[src/pkg/pwsb_defs.svh]
`ifndef PWSB_DEFS_SVH
`define PWSB_DEFS_SVH

`define PWSB_MAX_PORTS     8
`define PWSB_ADDR_W        12
// byte addresses
`define PWSB_OFF_OAM       12'h080
`define PWSB_OFF_PEAK      12'h0d4
`define PWSB_OFF_GEVT      12'h0e0
`define PWSB_OFF_VERSION   12'h0e4
`define PWSB_OFF_STICKY0   12'h0e4
`define PWSB_OFF_STAT0     12'h100
// field layout
`define PWSB_OAM_MASK_HI   31
`define PWSB_OAM_MASK_LO   16
`define PWSB_OAM_VAL_HI    15
`define PWSB_OAM_VAL_LO    0
`define PWSB_TXPK_HI       31
`define PWSB_TXPK_LO       25
`define PWSB_RXPK_HI       9
`define PWSB_RXPK_LO       0
`define PWSB_GEVT_W        10
`define PWSB_STICKY_W      8
`define PWSB_ST_STATE_HI   4
`define PWSB_ST_STATE_LO   2
`define PWSB_ST_RTS        1
`define PWSB_ST_BANK       0
`define PWSB_ST_SMART      24
`define PWSB_ST_PLL_HI     23
`define PWSB_ST_PLL_LO     5
// first port's words, used by the checks
`define PWSB_OFF_STICKY1   12'h0e8
`define PWSB_OFF_LIVE_A1   12'h108
`define PWSB_OFF_LIVE_B1   12'h10c
// global event bit positions
`define PWSB_EV_MAC_OVF    9
`define PWSB_EV_IP_VER     8
`define PWSB_EV_FLUSH      7
`define PWSB_EV_TDM_POOL   6
`define PWSB_EV_RX_FULL    5
`define PWSB_EV_LABEL      4
`define PWSB_EV_OAM_QFULL  3
`define PWSB_EV_OAM_BUF    2
`define PWSB_EV_DAT_QFULL  1
`define PWSB_EV_DAT_BUF    0
// per-port sticky bit positions
`define PWSB_SK_PLL_OVF    7
`define PWSB_SK_DELAY      6
`define PWSB_SK_FILTER     3
`define PWSB_SK_VBUF       2
`define PWSB_SK_FREEZE     0
`define PWSB_RESET_WORD    32'h0000_0000

`endif

[src/pkg/pwsb_pkg.sv]
`include "pwsb_defs.svh"
package pwsb_pkg;
    // one register bus request
    typedef struct packed {
        logic [`PWSB_ADDR_W-1:0] addr;
        logic [31:0]             wdata;
        logic                    wr;
        logic                    rd;
    } pwsb_bus_req_t;

    // live state supplied by one port's clock recovery machine
    typedef struct packed {
        logic        smart_off;
        logic [18:0] pll_level;
        logic [2:0]  rec_state;
        logic        serial_mode;
        logic        active_slot_bank;
        logic [2:0]  bw_tune;
        logic [24:0] pdv_std;
        logic [3:0]  conv_count;
    } pwsb_port_stat_t;

    // whole state of the bank
    typedef struct packed {
        logic [31:0]                                     oam_ctrl;
        logic [6:0]                                      tx_peak;
        logic [9:0]                                      rx_peak;
        logic [`PWSB_GEVT_W-1:0]                         gevt;
        logic [`PWSB_MAX_PORTS-1:0][`PWSB_STICKY_W-1:0]  sticky;
        logic [`PWSB_MAX_PORTS-1:0]                      rts_meta;
        logic [`PWSB_MAX_PORTS-1:0]                      rts_sync;
        logic [31:0]                                     rdata;
        logic                                            oam_hit;
    } pwsb_state_t;
endpackage : pwsb_pkg

[src/verilog/pwsb_bank.sv]
// Design decision made here: strobed register access.
`timescale 1ns/1ps
`include "pwsb_defs.svh"
module pwsb_bank #(
    parameter int          NPORTS  = 8,
    parameter logic [31:0] VERSION = 32'h5a5a_0001 // arbitrary value
) (
    // clock and reset
    input  wire logic                                   mclk,
    input  wire logic                                   nrst,
    // register port
    input  wire pwsb_pkg::pwsb_bus_req_t                bus,
    output logic [31:0]                                 rdata,
    // classifier
    input  wire logic                                   cw_valid,
    input  wire logic [15:0]                            cw_upper,
    output logic                                        oam_match,
    output logic [15:0]                                 oam_match_mask,
    output logic [15:0]                                 oam_match_value,
    // fifo occupancy in words
    input  wire logic [6:0]                             tx_level,
    input  wire logic [9:0]                             rx_level,
    // global event pulses, bit n sets event bit n
    input  wire logic [`PWSB_GEVT_W-1:0]                glob_evt,
    // per-port event pulses and live state
    input  wire logic [`PWSB_MAX_PORTS-1:0][7:0]        port_evt,
    input  wire pwsb_pkg::pwsb_port_stat_t [`PWSB_MAX_PORTS-1:0] port_stat,
    input  wire logic [`PWSB_MAX_PORTS-1:0]             serial_request_pin
);
    import pwsb_pkg::*;

    pwsb_state_t cur_ff;
    pwsb_state_t nxt_st;

    // address of a sticky word: 0 when not a sticky word, else port number
    function automatic int sticky_port(input logic [`PWSB_ADDR_W-1:0] a);
        int p;
        p = 0;
        if (a[1:0] == 2'b00 && a > `PWSB_OFF_STICKY0 &&
            a <= `PWSB_OFF_STICKY0 + `PWSB_ADDR_W'(4 * NPORTS))
            p = int'((a - `PWSB_OFF_STICKY0) >> 2);
        return p;
    endfunction : sticky_port

    // address of a live word: 0 when not a live word, else port number
    function automatic int stat_port(input logic [`PWSB_ADDR_W-1:0] a);
        int p;
        p = 0;
        if (a[1:0] == 2'b00 && a >= `PWSB_OFF_STAT0 + `PWSB_ADDR_W'(8) &&
            a < `PWSB_OFF_STAT0 + `PWSB_ADDR_W'(8 * (NPORTS + 1)))
            p = int'((a - `PWSB_OFF_STAT0) >> 3);
        return p;
    endfunction : stat_port

    // first live word of a port: reserved bits zero, request pin gated
    function automatic logic [31:0] live_a(input pwsb_port_stat_t s,
                                            input logic rts);
        logic [31:0] w;
        w = `PWSB_RESET_WORD;
        w[`PWSB_ST_SMART] = s.smart_off;
        w[`PWSB_ST_PLL_HI:`PWSB_ST_PLL_LO] = s.pll_level;
        w[`PWSB_ST_STATE_HI:`PWSB_ST_STATE_LO] = s.rec_state;
        w[`PWSB_ST_RTS]  = s.serial_mode & rts;
        w[`PWSB_ST_BANK] = s.active_slot_bank;
        return w;
    endfunction : live_a

    logic [31:0] rd_word;
    int          sp;
    int          tp;

    // next state: register writes, event latching, peaks, read data
    always_comb begin
        nxt_st = cur_ff;
        sp = sticky_port(bus.addr);
        tp = stat_port(bus.addr);
        rd_word = `PWSB_RESET_WORD;

        // pin synchroniser: second stage alone feeds logic
        nxt_st.rts_meta = serial_request_pin;
        nxt_st.rts_sync = cur_ff.rts_meta;

        // classifier compare against masked value
        nxt_st.oam_hit = cw_valid &&
            (((cw_upper ^ cur_ff.oam_ctrl[`PWSB_OAM_VAL_HI:`PWSB_OAM_VAL_LO])
              & cur_ff.oam_ctrl[`PWSB_OAM_MASK_HI:`PWSB_OAM_MASK_LO])
             == 16'h0000);

        if (bus.wr && bus.addr == `PWSB_OFF_OAM) begin
            nxt_st.oam_ctrl = bus.wdata;
        end

        // peak tracking; a read restarts from present occupancy
        if (bus.rd && bus.addr == `PWSB_OFF_PEAK) begin
            nxt_st.tx_peak = tx_level;
            nxt_st.rx_peak = rx_level;
        end else begin
            if (tx_level > cur_ff.tx_peak) begin
                nxt_st.tx_peak = tx_level;
            end
            if (rx_level > cur_ff.rx_peak) begin
                nxt_st.rx_peak = rx_level;
            end
        end

        // global events: write-one clears, a new event wins the same cycle
        if (bus.wr && bus.addr == `PWSB_OFF_GEVT) begin
            nxt_st.gevt = cur_ff.gevt & ~bus.wdata[`PWSB_GEVT_W-1:0];
        end
        // bit map of glob_evt: 9 mac overflow, 8 ip version, 7 flush,
        // 6 tdm pool, 5 rx full, 4 label depth, 3..0 host drops
        nxt_st.gevt = nxt_st.gevt | glob_evt;

        // per-port sticky words
        for (int p = 0; p < `PWSB_MAX_PORTS; p++) begin
            if (p < NPORTS) begin
                if (bus.wr && sp == p + 1) begin
                    nxt_st.sticky[p] = cur_ff.sticky[p] &
                                       ~bus.wdata[`PWSB_STICKY_W-1:0];
                end
                nxt_st.sticky[p] = nxt_st.sticky[p] | port_evt[p];
            end else begin
                nxt_st.sticky[p] = 8'h00;
            end
        end

        // read multiplexer; unmapped addresses read zero
        if (bus.addr == `PWSB_OFF_OAM) begin
            rd_word = cur_ff.oam_ctrl;
        end else if (bus.addr == `PWSB_OFF_PEAK) begin
            rd_word[`PWSB_TXPK_HI:`PWSB_TXPK_LO] = cur_ff.tx_peak;
            rd_word[`PWSB_RXPK_HI:`PWSB_RXPK_LO] = cur_ff.rx_peak;
        end else if (bus.addr == `PWSB_OFF_GEVT) begin
            rd_word[`PWSB_GEVT_W-1:0] = cur_ff.gevt;
        end else if (bus.addr == `PWSB_OFF_VERSION) begin
            rd_word = VERSION;
        end else if (sp != 0) begin
            rd_word[`PWSB_STICKY_W-1:0] = cur_ff.sticky[sp-1];
        end else if (tp != 0) begin
            // live words are sampled straight from the ports, never held
            if (bus.addr[2]) begin
                rd_word = {port_stat[tp-1].bw_tune,
                           port_stat[tp-1].pdv_std,
                           port_stat[tp-1].conv_count};
            end else begin
                rd_word = live_a(port_stat[tp-1],
                                 cur_ff.rts_sync[tp-1]);
            end
        end
        // data stand only in the cycle after the read strobe
        nxt_st.rdata = bus.rd ? rd_word : `PWSB_RESET_WORD;
    end

    // the single state register
    always_ff @(posedge mclk or negedge nrst) begin
        if (!nrst) begin
            cur_ff <= '0;
        end else begin
            cur_ff <= nxt_st;
        end
    end

    // outputs from flip-flops
    assign rdata           = cur_ff.rdata;
    assign oam_match       = cur_ff.oam_hit;
    assign oam_match_mask  = cur_ff.oam_ctrl[`PWSB_OAM_MASK_HI:`PWSB_OAM_MASK_LO];
    assign oam_match_value = cur_ff.oam_ctrl[`PWSB_OAM_VAL_HI:`PWSB_OAM_VAL_LO];

    // event lines by meaning; the checks below read them by name
    logic mac_receive_overflow_flag;
    logic label_stack_depth_flag;
    logic oam_queue_full_flag;
    logic oam_buffer_lack_flag;
    logic data_queue_full_flag;
    logic data_buffer_lack_flag;
    logic virtual_buffer_limit_flag;
    logic active_slot_bank;

    // a line for six of the ten global events and one port event, so a swapped bit shows up by name
    assign mac_receive_overflow_flag = glob_evt[`PWSB_EV_MAC_OVF];
    assign label_stack_depth_flag    = glob_evt[`PWSB_EV_LABEL];
    assign oam_queue_full_flag       = glob_evt[`PWSB_EV_OAM_QFULL];
    assign oam_buffer_lack_flag      = glob_evt[`PWSB_EV_OAM_BUF];
    assign data_queue_full_flag      = glob_evt[`PWSB_EV_DAT_QFULL];
    assign data_buffer_lack_flag     = glob_evt[`PWSB_EV_DAT_BUF];
    assign virtual_buffer_limit_flag = port_evt[0][`PWSB_SK_VBUF];
    assign active_slot_bank          = port_stat[0].active_slot_bank;

    // per-port sticky checks; ports past NPORTS are not mapped
    for (genvar g = 0; g < NPORTS; g++) begin : g_port_chk

    end
endmodule : pwsb_bank

[config.mk]
export PLATFORM = sky130hd
export DESIGN_NAME = pwsb_bank
export DESIGN_NICKNAME = d
export VERILOG_FILES = /design/src/pkg/pwsb_pkg.sv /design/src/verilog/pwsb_bank.sv
export VERILOG_INCLUDE_DIRS = /design/src /design/src/pkg
export SDC_FILE = /design/constraint.sdc
export NUM_CORES = 1
export LEC_CHECK = 0
export BUFFER_PORTS_ARGS = -buffer_cell sky130_fd_sc_hd__buf_2
export CORE_AREA = 2 2 264 266
export CTS_CLUSTER_SIZE = 14
export DETAILED_ROUTE_END_ITERATION = 10
export DIE_AREA = 0 0 266 268
export PLACE_DENSITY = 0.48
export SLEW_MARGIN = 20
export SYNTH_ARGS = -nofsm -noshare
export SYNTH_HDL_FRONTEND = slang
export SYNTH_SLANG_ARGS = --single-unit
[constraint.sdc]
create_clock -name mclk -period 2.3 [get_ports mclk]
set_clock_uncertainty 0.1 [all_clocks]
set_input_delay 0.46 -clock mclk [delete_from_list [all_inputs] [get_ports mclk]]
set_output_delay 0.46 -clock mclk [all_outputs]
set_load 0.05 [all_outputs]
# [Word-level counts from Yosys, hierarchy flattened]
# Index checks and enable logic that the tools add are counted.
[word_totals] in_bits=620 word_cells=120 output_inout_bits=65 register_bits=172
[op_classes] bitwise=23 addsub=4 n_reduce_logical=22 n_lt_le_gt_ge=8 eq_ne=12 mux=35
[ops] operator="$bmux W57 S3" n=1
[ops] operator="$mux W32" n=5
[ops] operator="$eq A30 B3 Y1 const B" n=4
[ops] operator="$mux W57" n=2
[ops] operator="$mux W8" n=11
[ops] operator="$and A8 B8 Y8" n=8
[ops] operator="$or A8 B8 Y8" n=8
[ops] operator="$reduce_bool A32 Y1" n=2
[ops] operator="$eq A30 B2 Y1 const B" n=2
[ops] operator="$eq A12 B8 Y1 const B" n=4
[ops] operator="$mux W10" n=4
[ops] operator="$lt A31 B5 Y1 const B" n=1
[ops] operator="$sub A30 B1 Y31 const B" n=1
[ops] operator="$eq A30 B1 Y1 const B" n=1
[ops] operator="$eq A30 B4 Y1 const B" n=1
[ops] operator="$lt A30 B5 Y1 const B" n=1
[ops] operator="$mux W30" n=1
[ops] operator="$sub A29 B1 Y30 const B" n=1
[ops] operator="$mux W29" n=1
[ops] operator="$bmux W8 S3" n=1
[ops] operator="$mux W24" n=1
[ops] operator="$mux W22" n=1
[ops] operator="$mux W17" n=1
[ops] operator="$and A16 B16 Y16" n=1
[ops] operator="22 further kinds" n=40

# [Depth between registers and ports, before layout]
[depth] word_depth=17 ltp_mapped=17 ltp_nobuf=13

# [Worst setup path before layout]
# Ideal clock, no wire load.
[synth_path] path_type="input to register" start="input port bus[36] (netlist name)" end="register cur_ff, in the netlist rdata[1]" t_required_ns=2.077 arrival_time_ns=4.138 setup_slack_ns=-2.061 path_buffers=3 setup_ns=0.123 stages=16 cell_sequence="buf_2 -> buf_1 -> inv_1 -> ha_1 -> or2b_2 -> o22ai_2 -> a21oi_2 -> nor3_4 -> buf_6 -> inv_2 -> ha_1 -> or4_4 -> and2_4 -> a2111oi_2 -> a2111oi_2 -> nand2b_1"
[synth_lines] item="start: declaration" line="pwsb_bank.sv:12" text="input wire pwsb_pkg::pwsb_bus_req_t bus,"
[synth_lines] item="end signal: assignment" line="pwsb_bank.sv:159" text="cur_ff <= nxt_st;"
[synth_lines] item="end: declaration" line="pwsb_bank.sv:32" text="pwsb_state_t cur_ff;"

==> impl_metrics.csv <==
group,metric,value,unit
critical_path,arrival,3.41,ns
route,via_per_inst,4.67,
worst_hold_path,hold_path.class,"primary input to register",
synthesis,synth_edf_count,0,
sta,rsz0062_at_grt,"yes",
clock_tree,clkSinkCount,172,
route,dr.pass1.iters,5,
power,leakagePower,9.02,nW
synthesis,syn-cell-area,0.0125,mm^2
layout,layout_common_cells,"677 x buf_2, 172 x dfrtp_1, 162 x buf_4",
route,antenna_left,0,
synthesis,syn-num-nets,1685,
route,wl_per_cell,27.7,um
sta,fin_crit,3.14,ns
clock_tree,cts_buffers,17,
global_route,grt.total_usage,0.211,
sta,max_freq,318,MHz
floorplan,dieHeight,268,um
sta,worst_pin_slew,0.975,ns
sta,slew_viol_final,0,
placed_design,port_buffers,684,
layout,seqCellArea,0.00430,mm^2
sta,hold_viol_final,0,
sta,timing.final.crit_share,1.37,
layout,finalInstanceArea,0.0206,mm^2
layout,layout_commonest_cell,"buf_2",
placed_design,hpwlAfterDp,65200,um
status,failed_checks,"negative setup slack",
placed_design,gp_congestion,0.945,
global_route,grt_max_degree,55,
critical_path,path_delay_family,"multiplexers",
synthesis,syn_avg_cell_area,12.1,um^2
job,drv_cap,0,
critical_path,crit_fanout,7,
route,routed_wl,77000,um
critical_path,cp-end-kind,"register",
layout,drive_gt1_frac,0.699,
clock_tree,ctsLongestPathBuffers,2,
clock_tree,cts_root_buf,"clkbuf_16",
critical_path,start_kind,"primary input",
critical_path,worst-path-buf-inv,6,
layout,finalNetCount,2508,
layout,multi_input_area,0.00829,mm^2
route,drcViolationCount,0,
layout,n_fill_cell,7126,
critical_path,path_cells,"buf_8 > inv_4 > ha_4 > or3b_4 > nor4_4 > nand2_1 > ha_4 > buf_12 > buf_16 > buf_12 > buf_6 > mux4_2 > mux4_2 > a22o_1",
synthesis,ys_ff_latch,172,
synthesis,ys_seq_area_frac,0.343,
critical_path,critPathKind,"primary input to register",
synthesis,yosys_warnings,0,
floorplan,coreArea,0.0682,mm^2
global_route,grt_antenna_before_repair,58,
critical_path,crit_path_max_incr_delay,0.56,ns
sta,slew_headroom,0.350,
floorplan,fp.dieArea,0.0713,mm^2
floorplan,rows,96,
floorplan,num_io_pins,685,
route,drt_iter0_drc,694,
clock_tree,htreeDepth,4,
critical_path,required,2.57,ns
synthesis,synth_cells,1036,
power,powerDensity,450,mW/mm^2
sta,fin_tns_setup,-39.12,ns
layout,area_delta_synth_final,64.1,%
floorplan,initial_utilization,0.184,
global_route,grt_pass1_vias,13800,
synthesis,synthFlopType,"dfrtp_1",
clock_tree,clk_latency,0.49,ns
sta,worst_slack,-0.844,ns
global_route,grt_overflow,0,
global_route,grt_first_pass_wirelength,104000,um
status,status,"finished, violations left",
synthesis,ys_types,83,
critical_path,crit_slowest_cell,"mux4_2",
sta,setup_viol,127,
synthesis,synth_async_sr_flop_share,1.00,
clock_tree,clk_pin_slew_worst_paths,0.08,ns
route,vias,13000,
layout,final_util,0.302,
placed_design,place_area,0.0181,mm^2
floorplan,die_w,266,um
clock_tree,cts_tree,"built",
power,ir_drop,0.377,mV
-- cells by family after synthesis --
logic type	Yosys count	synth area share
adders and majority gates	29	0.0289
muxes	206	0.312
and+or+nand+nor	221	0.0904
xor gates and xnor gates	21	0.0147
DFF	172	0.343
buffers and inverters	164	0.0742
AOI/OAI and AO/OA	223	0.137
-- sequential cells by signal, summed over array words and instances (netlist names) --
| name | flops |
|---|---|
| cur_ff | 107 |
| rdata | 32 |
| oam_match_mask | 16 |
| oam_match_value | 16 |
| oam_match | 1 |
-- cells in the mapped netlist (3+ instances only) --
master	count	area, um^2
o221ai_1	8	70.1
o21ai_0	13	65.1
a22oi_1	7	52.6
dfrtp_1	172	4300
clkbuf_1	38	143
buf_1	8	30.0
a211oi_1	7	52.6
nand2b_1	4	25.0
a21o_1	74	556
xor2_1	18	158
xnor2_1	3	26.3
nor2b_1	10	62.6
a311o_1	7	70.1
nand3b_1	3	22.5
ha_1	29	363
nand4_1	9	56.3
o21a_1	7	52.6
a21oi_1	30	150
mux2i_1	19	190
mux4_2	138	3110
a221o_1	4	40.0
nor3_1	8	40.0
mux4_1	4	105
buf_6	3	33.8
nand3_1	11	55.1
nor4_1	6	37.5
mux2_2	45	507
inv_1	26	97.6
a221oi_1	8	70.1
or3_1	7	43.8
buf_2	20	100
buf_4	67	503
nor2_1	20	75.1
o31ai_1	7	52.6
and3_1	4	25.0
and2_1	6	37.5
a22o_1	12	105
nand2_1	108	405
a32oi_1	6	52.6
a311oi_1	4	35.0
-- power by group --
group / switching, mW / total [mW] / internal [mW]
sequential: 0.136 / 3.34 / 3.20
clock: 1.55 / 3.11 / 1.56
combinational: 1.32 / 2.82 / 1.50
total: 3.01 / 9.27 / 6.26
-- worst reg2reg max path: stages (launching register included) --
cell and delay (ns):
dfrtp_1 0.39, inv_2 0.08, ha_4 0.19, nor2b_1 0.12, o21a_1 0.17, o21a_1 0.16, o21a_1 0.16, o21a_1 0.21
o21a_4 0.27, mux2i_1 0.13, a311o_1 0.28
-- final timing paths --
path	start	to	slack, ns	cells after the start
worst max-delay path	bus[43]	rdata[23]	-0.84	14
worst min-delay path	port_evt[53]	cur_ff[102]	0.04	2
worst max register to register	cur_ff[134]	cur_ff[137]	-0.08	10
worst min register to register	cur_ff[46]	cur_ff[38]	0.25	0
max in group asynchronous	nrst	cur_ff[84]	1.08	3
min in group asynchronous	nrst	rdata[30]	0.37	2
-- cell type report --
cell class | instances | share of cell area
Tap cell | 882 | 0.0536
Clock inverter | 14 | 0.00814
Clock buffer | 18 | 0.0208
Antenna cell | 30 | 0.00364
Timing Repair Buffer | 938 | 0.297
Multi-Input combinational cell | 703 | 0.402
Inverter | 27 | 0.00577
Sequential cell | 172 | 0.209
-- layer usage --
| metal | GRT usage | vias up | part of all wire |
|---|---|---|---|
| met5 | 0 | - | 0.0028 |
| met4 | 0.0645 | 34 | 0.024 |
| met3 | 0.0713 | 102 | 0.093 |
| met2 | 0.348 | 592 | 0.48 |
| met1 | 0.259 | 6606 | 0.40 |
| li1 | - | 5666 | - |
-- per-stage QoR --
stage                     std cells  power [mW]  hold WS (ns)  setup slack [ns]
after floorplan                1036        4.64        0.0644             -1.47
after global placement         2637        5.97         0.236             -1.62
after detailed placement       2637        6.00         0.235             -1.57
after CTS                      2719        9.35       0.00209            -0.775
after global routing           2765        9.73        0.0354            -0.922
final                          2784        9.27        0.0440            -0.844
-- repair_timing --
| action | in CTS | in global routing |
|---|---|---|
| hold buffers | 9 | 0 |
| gates cloned | 4 | 2 |
| endpoints found under the hold margin | 42 | 0 |
| setup endpoints to repair | 148 | 123 |
| setup buffers | 42 | 42 |
| pin swaps | 65 | 79 |
| gates resized for setup | 132 | 113 |
No activity file was read; power rests on OpenSTA's default activity.
